--- src/dmct_pkg.sv ---
package dmct_pkg;

   // register indices; the byte address on the bus is four times the index
   localparam logic [15:0] IDX_LOW_MATCH = 16'h7e18;
   localparam logic [15:0] IDX_HIGH_MATCH = 16'h7e19;
   localparam logic [15:0] IDX_LOW_COUNT = 16'h7f1a;
   localparam logic [15:0] IDX_HIGH_COUNT = 16'h7f1b;
   localparam logic [15:0] IDX_RUN_CTRL = 16'h7f1c;
   localparam logic [15:0] IDX_CAP_CTRL = 16'h7f1d;
   localparam logic [15:0] IDX_CLK_CTRL = 16'h7f1e;

   localparam logic [31:0] BA_LOW_MATCH = {14'h0000, IDX_LOW_MATCH, 2'h0};
   localparam logic [31:0] BA_HIGH_MATCH = {14'h0000, IDX_HIGH_MATCH, 2'h0};
   localparam logic [31:0] BA_LOW_COUNT = {14'h0000, IDX_LOW_COUNT, 2'h0};
   localparam logic [31:0] BA_HIGH_COUNT = {14'h0000, IDX_HIGH_COUNT, 2'h0};
   localparam logic [31:0] BA_RUN_CTRL = {14'h0000, IDX_RUN_CTRL, 2'h0};
   localparam logic [31:0] BA_CAP_CTRL = {14'h0000, IDX_CAP_CTRL, 2'h0};
   localparam logic [31:0] BA_CLK_CTRL = {14'h0000, IDX_CLK_CTRL, 2'h0};

   // run_control_reg fields
   localparam int RC_HIGH_RUN = 7;
   localparam int RC_HIGH_FLAG = 6;
   localparam int RC_HIGH_IE = 5;
   localparam int RC_SPLIT = 4;
   localparam int RC_CAP_RD = 3;
   localparam int RC_LOW_RUN = 2;
   localparam int RC_LOW_FLAG = 1;
   localparam int RC_LOW_IE = 0;

   // capture_control_reg fields
   localparam int CC_SRC_LSB = 3;
   localparam int CC_HIGH_FLAG = 2;
   localparam int CC_LOW_FLAG = 1;
   localparam int CC_IE = 0;
   localparam logic [7:0] CC_WR_MASK = 8'h1f;

   // clock_control_reg fields
   localparam int KC_SRC_LSB = 6;
   localparam int KC_EVSEL = 5;
   localparam int KC_LIMIT_LSB = 0;
   localparam logic [7:0] KC_WR_MASK = 8'hef;

   // reset values
   localparam logic [7:0] RST_REG = 8'h00;
   localparam logic [7:0] RST_COUNTER = 8'h00;
   localparam logic [3:0] RST_PRESC = 4'h0;

   typedef enum logic [1:0] {
      CKS_SYS = 2'h0,
      CKS_EVENT = 2'h1,
      CKS_SLOW = 2'h2,
      CKS_MAIN = 2'h3
   } dmct_cks_e;

endpackage

--- src/dmct_timer.sv ---
// Implementation choice: the AHB-Lite interface to the registers.
`timescale 1ns/1ps
`default_nettype none
// What this block does
// prescaler matches divider_limit, then clears; clears when stopped
// prescaler runs on low run, or split high run
// clock_source_sel picks prescaler clock source
// low counter runs exactly on low run bit
// high counter: low run, or high_run_enable when split
// low counts prescaler match; split 01 counts pin 2
// high counts low overflow, or prescaler when split
// counter match clears it; 16-bit needs both bytes
// low buffer tracks when stopped, loads at zero
// high buffer tracks when stopped, loads at zero
// software rewrites match value once per period
// capture_source_sel picks low capture event pin
// high capture pin: shared, or own split table
// 16-bit capture copies both bytes together
// match flag with enable raises timer request
// capture flag with enable raises capture request
// counters are read-only, reset to zero
// split_mode selects one 16-bit or two 8-bit
// match flags set on period, cleared by zero
// capture_read_sel swaps counter reads to captures
// capture flags set on update, cleared by zero
// event pins synchronised before use
module dmct_timer (
   input wire logic hclk,
   input wire logic hresetn,
   input wire logic clk_en,
   input wire logic hsel,
   input wire logic [31:0] haddr,
   input wire logic [1:0] htrans,
   input wire logic hwrite,
   input wire logic [2:0] hsize,
   input wire logic [31:0] hwdata,
   input wire logic hready,
   output logic hreadyout,
   output logic [31:0] hrdata,
   output logic hresp,
   input wire logic slow_crystal_clock,
   input wire logic main_osc_clock,
   input wire logic event_pin_0,
   input wire logic event_pin_1,
   input wire logic event_pin_2,
   input wire logic event_pin_3,
   input wire logic event_pin_4,
   input wire logic event_pin_5,
   output logic timer_irq,
   output logic capture_irq
);

   logic [7:0] low_match_value;
   logic [7:0] high_match_value;
   logic [7:0] run_control_reg;
   logic [7:0] capture_control_reg;
   logic [7:0] clock_control_reg;
   logic [7:0] low_counter;
   logic [7:0] high_counter;
   logic [7:0] low_capture_reg;
   logic [7:0] high_capture_reg;
   logic [7:0] low_buf;
   logic [7:0] high_buf;
   logic [3:0] presc_cnt;
   logic [5:0] ev_s1;
   logic [5:0] ev_s2;
   logic [1:0] osc_s1;
   logic [1:0] osc_s2;
   logic [1:0] osc_s3;
   logic [31:0] dph_addr;
   logic dph_wr;
   logic rd_wait;

   // ---- bus slave: transfer accept and data-phase write decode ----
   wire logic accept = hsel & htrans[1] & hready;
   wire logic [7:0] wdat = hwdata[7:0];
   wire logic wr_low_match = dph_wr & (dph_addr == dmct_pkg::BA_LOW_MATCH);
   wire logic wr_high_match = dph_wr & (dph_addr == dmct_pkg::BA_HIGH_MATCH);
   wire logic wr_run = dph_wr & (dph_addr == dmct_pkg::BA_RUN_CTRL);
   wire logic wr_cap = dph_wr & (dph_addr == dmct_pkg::BA_CAP_CTRL);
   wire logic wr_clk = dph_wr & (dph_addr == dmct_pkg::BA_CLK_CTRL);

   // ---- control fields ----
   wire logic high_run_enable = run_control_reg[dmct_pkg::RC_HIGH_RUN];
   wire logic high_match_flag = run_control_reg[dmct_pkg::RC_HIGH_FLAG];
   wire logic high_irq_enable = run_control_reg[dmct_pkg::RC_HIGH_IE];
   wire logic split_mode = run_control_reg[dmct_pkg::RC_SPLIT];
   wire logic capture_read_sel = run_control_reg[dmct_pkg::RC_CAP_RD];
   wire logic low_run = run_control_reg[dmct_pkg::RC_LOW_RUN];
   wire logic low_match_flag = run_control_reg[dmct_pkg::RC_LOW_FLAG];
   wire logic low_irq_enable = run_control_reg[dmct_pkg::RC_LOW_IE];
   wire logic [1:0] capture_source_sel = capture_control_reg[dmct_pkg::CC_SRC_LSB +: 2];
   wire logic capture_high_flag = capture_control_reg[dmct_pkg::CC_HIGH_FLAG];
   wire logic capture_low_flag = capture_control_reg[dmct_pkg::CC_LOW_FLAG];
   wire logic capture_irq_enable = capture_control_reg[dmct_pkg::CC_IE];
   wire logic [1:0] clock_source_sel = clock_control_reg[dmct_pkg::KC_SRC_LSB +: 2];
   wire logic event_pin_sel = clock_control_reg[dmct_pkg::KC_EVSEL];
   wire logic [3:0] divider_limit = clock_control_reg[dmct_pkg::KC_LIMIT_LSB +: 4];

   // ---- synchronised pins; events read at the second stage, oscillator edges from the second and third ----
   wire logic [5:0] ev = ev_s2;
   wire logic slow_edge = osc_s2[0] & ~osc_s3[0];
   wire logic main_edge = osc_s2[1] & ~osc_s3[1];

   always_ff @(posedge hclk or negedge hresetn) begin
      if (!hresetn) begin
         ev_s1 <= 6'h00;
         ev_s2 <= 6'h00;
         osc_s1 <= 2'h0;
         osc_s2 <= 2'h0;
         osc_s3 <= 2'h0;
      end else if (clk_en) begin
         ev_s1 <= {event_pin_5, event_pin_4, event_pin_3, event_pin_2, event_pin_1, event_pin_0};
         ev_s2 <= ev_s1;
         osc_s1 <= {main_osc_clock, slow_crystal_clock};
         osc_s2 <= osc_s1;
         osc_s3 <= osc_s2;
      end
   end

   // ---- prescaler ----
   wire logic presc_run = low_run | (split_mode & high_run_enable);
   // split mode without the pin-3 choice falls back to the system clock
   wire logic event_tick = event_pin_sel ? ev[3] : (split_mode ? 1'h1 : ev[2]);
   wire logic presc_tick = (clock_source_sel == dmct_pkg::CKS_SYS) ? 1'h1 :
      (clock_source_sel == dmct_pkg::CKS_EVENT) ? event_tick :
      (clock_source_sel == dmct_pkg::CKS_SLOW) ? slow_edge : main_edge;
   wire logic presc_hit = presc_run & presc_tick & (presc_cnt == divider_limit);
   wire logic [3:0] next_presc = (!presc_run || presc_hit) ? dmct_pkg::RST_PRESC :
      (presc_tick ? presc_cnt + 4'h1 : presc_cnt);

   // ---- counter clocking and matches ----
   wire logic pin_direct = split_mode & (clock_source_sel == dmct_pkg::CKS_EVENT);
   wire logic lo_tick = low_run & (pin_direct ? ev[2] : presc_hit);
   wire logic hi_run = split_mode ? high_run_enable : low_run;
   wire logic m16 = ~split_mode & lo_tick & ({high_counter, low_counter} == {high_buf, low_buf});
   wire logic lo_carry = lo_tick & (low_counter == 8'hff) & ~m16;
   wire logic hi_tick = hi_run & (split_mode ? presc_hit : lo_carry);
   wire logic lo_match = split_mode ? (lo_tick & (low_counter == low_buf)) : m16;
   wire logic hi_match = split_mode & hi_tick & (high_counter == high_buf);

   // a stopped counter sits at zero, a matching one wraps to zero
   wire logic [7:0] next_low = (!low_run || lo_match) ? dmct_pkg::RST_COUNTER :
      (lo_tick ? low_counter + 8'h01 : low_counter);
   wire logic [7:0] next_high = (!hi_run || hi_match || m16) ? dmct_pkg::RST_COUNTER :
      (hi_tick ? high_counter + 8'h01 : high_counter);

   // buffers load only at zero so a period is never cut short mid-count
   wire logic [7:0] next_low_buf = (!low_run || low_counter == 8'h00) ? low_match_value : low_buf;
   wire logic [7:0] next_high_buf = (!hi_run || high_counter == 8'h00) ? high_match_value : high_buf;

   always_ff @(posedge hclk or negedge hresetn) begin
      if (!hresetn) begin
         presc_cnt <= dmct_pkg::RST_PRESC;
         low_counter <= dmct_pkg::RST_COUNTER;
         high_counter <= dmct_pkg::RST_COUNTER;
         low_buf <= dmct_pkg::RST_REG;
         high_buf <= dmct_pkg::RST_REG;
      end else if (clk_en) begin
         presc_cnt <= next_presc;
         low_counter <= next_low;
         high_counter <= next_high;
         low_buf <= next_low_buf;
         high_buf <= next_high_buf;
      end
   end

   // ---- capture ----
   wire logic cap_lo_evt = (capture_source_sel == 2'h0) ? ev[0] :
      (capture_source_sel == 2'h1) ? ev[2] :
      (capture_source_sel == 2'h2) ? ev[4] : ev[5];
   wire logic cap_hi_own = (capture_source_sel == 2'h0) ? ev[1] :
      (capture_source_sel == 2'h1) ? ev[3] :
      (capture_source_sel == 2'h2) ? ev[5] : ev[4];
   wire logic cap_hi_evt = split_mode ? cap_hi_own : cap_lo_evt;

   always_ff @(posedge hclk or negedge hresetn) begin
      if (!hresetn) begin
         low_capture_reg <= dmct_pkg::RST_COUNTER;
         high_capture_reg <= dmct_pkg::RST_COUNTER;
      end else if (clk_en) begin
         if (cap_lo_evt) begin
            low_capture_reg <= low_counter;
         end
         if (cap_hi_evt) begin
            high_capture_reg <= high_counter;
         end
      end
   end

   // ---- flags: hardware set wins over a same-cycle software clear ----
   wire logic cap_low_set = cap_lo_evt;
   wire logic cap_high_set = split_mode & cap_hi_evt;
   wire logic [7:0] run_set = {1'h0, hi_match, 4'h0, lo_match, 1'h0};
   wire logic [7:0] next_run = wr_run ?
      {wdat[7], (wdat[6] & high_match_flag) | hi_match, wdat[5:2],
       (wdat[1] & low_match_flag) | lo_match, wdat[0]} : run_control_reg | run_set;
   wire logic [7:0] cap_set = {5'h00, cap_high_set, cap_low_set, 1'h0};
   wire logic [7:0] cap_wr = wdat & dmct_pkg::CC_WR_MASK;
   wire logic [7:0] next_cap = wr_cap ?
      {cap_wr[7:3], (cap_wr[2] & capture_high_flag) | cap_high_set,
       (cap_wr[1] & capture_low_flag) | cap_low_set, cap_wr[0]} : capture_control_reg | cap_set;

   // writes to counter addresses fall through and change nothing
   always_ff @(posedge hclk or negedge hresetn) begin
      if (!hresetn) begin
         low_match_value <= dmct_pkg::RST_REG;
         high_match_value <= dmct_pkg::RST_REG;
         run_control_reg <= dmct_pkg::RST_REG;
         capture_control_reg <= dmct_pkg::RST_REG;
         clock_control_reg <= dmct_pkg::RST_REG;
      end else if (clk_en) begin
         if (wr_low_match) begin
            low_match_value <= wdat;
         end
         if (wr_high_match) begin
            high_match_value <= wdat;
         end
         if (wr_clk) begin
            clock_control_reg <= wdat & dmct_pkg::KC_WR_MASK;
         end
         run_control_reg <= next_run;
         capture_control_reg <= next_cap;
      end
   end

   // ---- interrupt requests, levels from the sticky flags ----
   assign timer_irq = (low_match_flag & low_irq_enable) | (high_match_flag & high_irq_enable);
   assign capture_irq = capture_irq_enable & (capture_low_flag | capture_high_flag);

   // ---- bus slave: data phase ----
   // reads take one wait state so a read right after a write sees the new value
   wire logic [7:0] rd_low = capture_read_sel ? low_capture_reg : low_counter;
   wire logic [7:0] rd_high = capture_read_sel ? high_capture_reg : high_counter;
   wire logic [7:0] rd_mux = (dph_addr == dmct_pkg::BA_LOW_MATCH) ? low_match_value :
      (dph_addr == dmct_pkg::BA_HIGH_MATCH) ? high_match_value :
      (dph_addr == dmct_pkg::BA_LOW_COUNT) ? rd_low :
      (dph_addr == dmct_pkg::BA_HIGH_COUNT) ? rd_high :
      (dph_addr == dmct_pkg::BA_RUN_CTRL) ? run_control_reg :
      (dph_addr == dmct_pkg::BA_CAP_CTRL) ? capture_control_reg :
      (dph_addr == dmct_pkg::BA_CLK_CTRL) ? clock_control_reg : 8'h00;

   assign hreadyout = clk_en & ~rd_wait;
   assign hresp = 1'h0;

   always_ff @(posedge hclk or negedge hresetn) begin
      if (!hresetn) begin
         dph_addr <= 32'h0000_0000;
         dph_wr <= 1'h0;
         rd_wait <= 1'h0;
         hrdata <= 32'h0000_0000;
      end else if (clk_en) begin
         if (rd_wait) begin
            hrdata <= {24'h000000, rd_mux};
            rd_wait <= 1'h0;
         end else if (hready) begin
            dph_wr <= accept & hwrite;
            rd_wait <= accept & ~hwrite;
            if (accept) begin
               dph_addr <= haddr;
            end
         end
      end
   end
endmodule
`default_nettype wire

--- config.mk ---
export PLATFORM = sky130hd
export DESIGN_NAME = dmct_timer
export DESIGN_NICKNAME = d
export VERILOG_FILES = /design/src/dmct_pkg.sv /design/src/dmct_timer.sv
export SDC_FILE = /design/constraint.sdc
export NUM_CORES = 1
export LEC_CHECK = 0
export ABC_CLOCK_PERIOD_IN_PS = 2730
export BUFFER_PORTS_ARGS = -buffer_cell sky130_fd_sc_hd__buf_4
export CORE_MARGIN = 5
export CORE_UTILIZATION = 57
export CTS_CLUSTER_SIZE = 20
export DETAILED_ROUTE_END_ITERATION = 7
export PLACE_DENSITY_LB_ADDON = 0.15
export SLEW_MARGIN = 30
export SYNTH_ARGS = -nofsm -noshare
export SYNTH_HDL_FRONTEND = slang
export SYNTH_SLANG_ARGS = --single-unit
--- constraint.sdc ---
create_clock -name hclk -period 2.73 [get_ports hclk]
set_input_delay 0.4095 -clock hclk [delete_from_list [all_inputs] [get_ports hclk]]
set_output_delay 0.4095 -clock hclk [all_outputs]
set_load 0.05 [all_outputs]
==> flow_metrics.env <==
export IMPL_htreeDepth=4
export IMPL_num_fill_cells=970
export IMPL_relSlewSlack_pct=49.63
export IMPL_clock_path_buffers=2
export IMPL_async_reset_ff_share_pct=100.0
export IMPL_final_antenna_net_count=0
export IMPL_cp_start_kind="register"
export IMPL_grt_max_degree=73
export IMPL_first_pass_iters=5
export IMPL_endpoint_kind="register"
export IMPL_final_common_cell="dfrtp_1"
export IMPL_root_buffer="clkbuf_16"
export IMPL_finalSetupViolations=0
export IMPL_via_per_inst=5.857
export IMPL_ys_seq_elements=148
export IMPL_overflow=0
export IMPL_dp_cells=846
export IMPL_cts_tree="yes"
export IMPL_core_region_area_um2=12570
export IMPL_largest_reg_flops=32
export IMPL_power_switching_mw=1.362
export IMPL_clock_latency_ns=0.42
export IMPL_place_ws_ns=0.1387
export IMPL_die_y_um=123.1
export IMPL_cap_viol_max_count=0
export IMPL_syn_area_um2=7289
export IMPL_r2r_slack_ns=0.12
export IMPL_ir_worst_vdd_mv=0.4599
export IMPL_dieArea_um2=15150
export IMPL_ctsResizeCount=0
export IMPL_synthCells=620
export IMPL_multi_input_area_um2=3346
export IMPL_route_detailed_drc=0
export IMPL_p_leak_nw=3.985
export IMPL_finClkSkew_ns=0.01244
export IMPL_final_cell_mix="148 x dfrtp_1, 105 x mux2_2, 81 x buf_4"
export IMPL_instances_no_fill=877
export IMPL_switching_share_pct=24.79
export IMPL_cp_slowest_cell="or4b_4"
export IMPL_post_route_util_pct=68.13
export IMPL_rows=41
export IMPL_critPathMaxStageDelay_ns=0.55
export IMPL_cp_arrival_ns=2.95
export IMPL_avgRoutedWirePerCell_um=19.60
export IMPL_cts_made_buffers=17
export IMPL_syn_avg_cell_area_um2=11.76
export IMPL_postCtsHoldBufs=0
export IMPL_min_path_type="input pin to async pin"
export IMPL_seq_power_share_pct=45.1
export IMPL_track_usage_pct=24.34
export IMPL_path_max_fanout=7
export IMPL_postCtsSetupBuffers=0
export IMPL_worst_slew_pin_slew_ns=0.7556
export IMPL_p_per_area_nw_per_um2=641.5
export IMPL_finalCriticalPeriod_ns=2.612
export IMPL_synth_edf_count=0
export IMPL_path_class="register to register"
export IMPL_p_comb_share_pct=11.7
export IMPL_fin_setup_tns_ns=0
export IMPL_grt_pass1_wl_um=27990
export IMPL_fin_crit_sh_pct=95.67
export IMPL_diodes=0
export IMPL_status="complete, no violations"
export IMPL_dpl_hpwl_um=12480
export IMPL_r2r_end="hrdata[6]"
export IMPL_worstReg2RegStart="dph_addr[9]"
export IMPL_post_dp_cell_area_um2=7961
export IMPL_internal_power_mw=4.132
export IMPL_cp_required_ns=3.07
export IMPL_regMostFlops="dph_addr"
export IMPL_rsz0062_at_grt="no"
export IMPL_nNetsFinal=781
export IMPL_gp_congestion=0.9572
export IMPL_fin_ws_ns=0.1183
export IMPL_hold_violations=0
export IMPL_yosys_area_top_type="dfrtp_1"
export IMPL_synth_cell_types=62
export IMPL_cts_num_sinks=148
export IMPL_clockPowerShare_pct=43.1
export IMPL_seq_area_um2=3704
export IMPL_yosysWarnings=0
export IMPL_io_pins=119
export IMPL_holdWs_ns=0.008585
export IMPL_clk_pin_slew_ns=0.06
export IMPL_path_common_cell="o22ai_1"
export IMPL_io_buffers=65
export IMPL_reg2regPathDepth=7
export IMPL_vias=5137
export IMPL_timing_fmax_mhz=382.9
export IMPL_synth_top_cell_area_share_pct=50.81
export IMPL_drt_iter0_drc=387
export IMPL_finalMaxSlewViolations=0
export IMPL_wirelength_um=17190
export IMPL_area_delta_synth_final_pct=17.47
export IMPL_design_area_um2=8563
export IMPL_seq_area_frac_synth_pct=50.81
export IMPL_grt_pass1_vias=5407
export IMPL_synth_ff_type="dfrtp_1"
export IMPL_start_util_pct=58.00
export IMPL_drive_above_1_share_pct=34.75
export IMPL_total_power_mw=5.493
export IMPL_synthTopCellsByArea="dfrtp_1 51%, mux2_2 16%, buf_4 2.6%"
export IMPL_die_w_um=123.1
export IMPL_critical_path_cell_chain="or4b_4, nor4_4, nand4b_1, or3_1, o22ai_1, o22ai_1, o21ai_1"
export IMPL_antenna_found_initial=0
[area by class of cell]
class                      count  area share (%)
multi-input combinational    432           39.07
inverter                      10          0.4383
sequential                   148           43.25
clock buffer                  22           5.538
timing repair buffer          84           7.700
tap                          172           2.513
clock inverter                 9           1.490
[kinds of logic (layout without fill, tap and decap cells)]
family                     count (synthesis)  in the layout  synth area share (%)
AOI/OAI and AO/OA                         84             84                 6.952
xor gates and xnor gates                  29             29                 3.484
adders and majority gates                  5              5                0.8582
buffers and inverters                     64            125                 4.600
DFF                                      148            148                 50.81
muxes                                    131            131                 21.40
other                                      1             25               0.05144
and+or+nand+nor                          158            158                 11.84
[per-layer routing]
layer,vias up,part of all wire [%],track usage (%)
met5,-,0,0
met4,0,3.5,11.70
met3,42,6.6,5.810
met2,199,48,38.64
met1,2572,42,31.65
li1,2324,-,-
[worst max path at each step]
| stage | to | from | cells past startpoint |
|---|---|---|---|
| CTS | low_match_value[2] | dph_addr[9] | 7 |
| floorplan | dph_addr[10] | clk_en | 7 |
| finish | hrdata[6] | dph_addr[9] | 7 |
| detailed placement | low_match_value[2] | dph_addr[9] | 7 |
| global placement | run_control_reg[5] | dph_addr[9] | 6 |
| global route | hrdata[3] | dph_addr[9] | 6 |
[critical path: cells and delay by family, from the launching register on]
family             cells  cell delay, ns
and+or+nand+nor        4            1.58
AOI/OAI and AO/OA      3            0.56
DFF                    1            0.38
[synth_stat cells, types with 2 or more instances]
master,number
o211ai_1,3
nand3_1,16
or3_1,7
nor4b_1,2
xor2_1,10
dfrtp_1,148
o21a_1,2
nor3_1,6
nand2_1,34
buf_1,3
xnor2_1,19
inv_1,9
and4_1,3
o22ai_1,7
mux2_2,105
o21ai_0,23
o31ai_1,2
nor2b_1,6
and3_1,3
nor4_1,11
ha_1,5
clkbuf_1,25
mux2_4,6
a21oi_1,21
and2_1,8
nand4_1,8
a31oi_1,2
o21ai_1,8
or4b_2,2
nand4b_1,2
o32ai_1,2
a211oi_1,3
mux2i_1,13
a22o_1,3
nor2_1,36
mux4_2,7
buf_4,25
[power groups by stage]
stage               clock [mW]  combinational (mW)  sequential (mW)
global route              2.50               0.699             2.50
CTS                       2.40               0.652             2.48
finish                    2.37               0.644             2.48
detailed placement           0               0.648             2.52
global placement             0               0.629             2.51
floorplan                    0               0.426             2.51
Power figures use the tool's default switching activity.
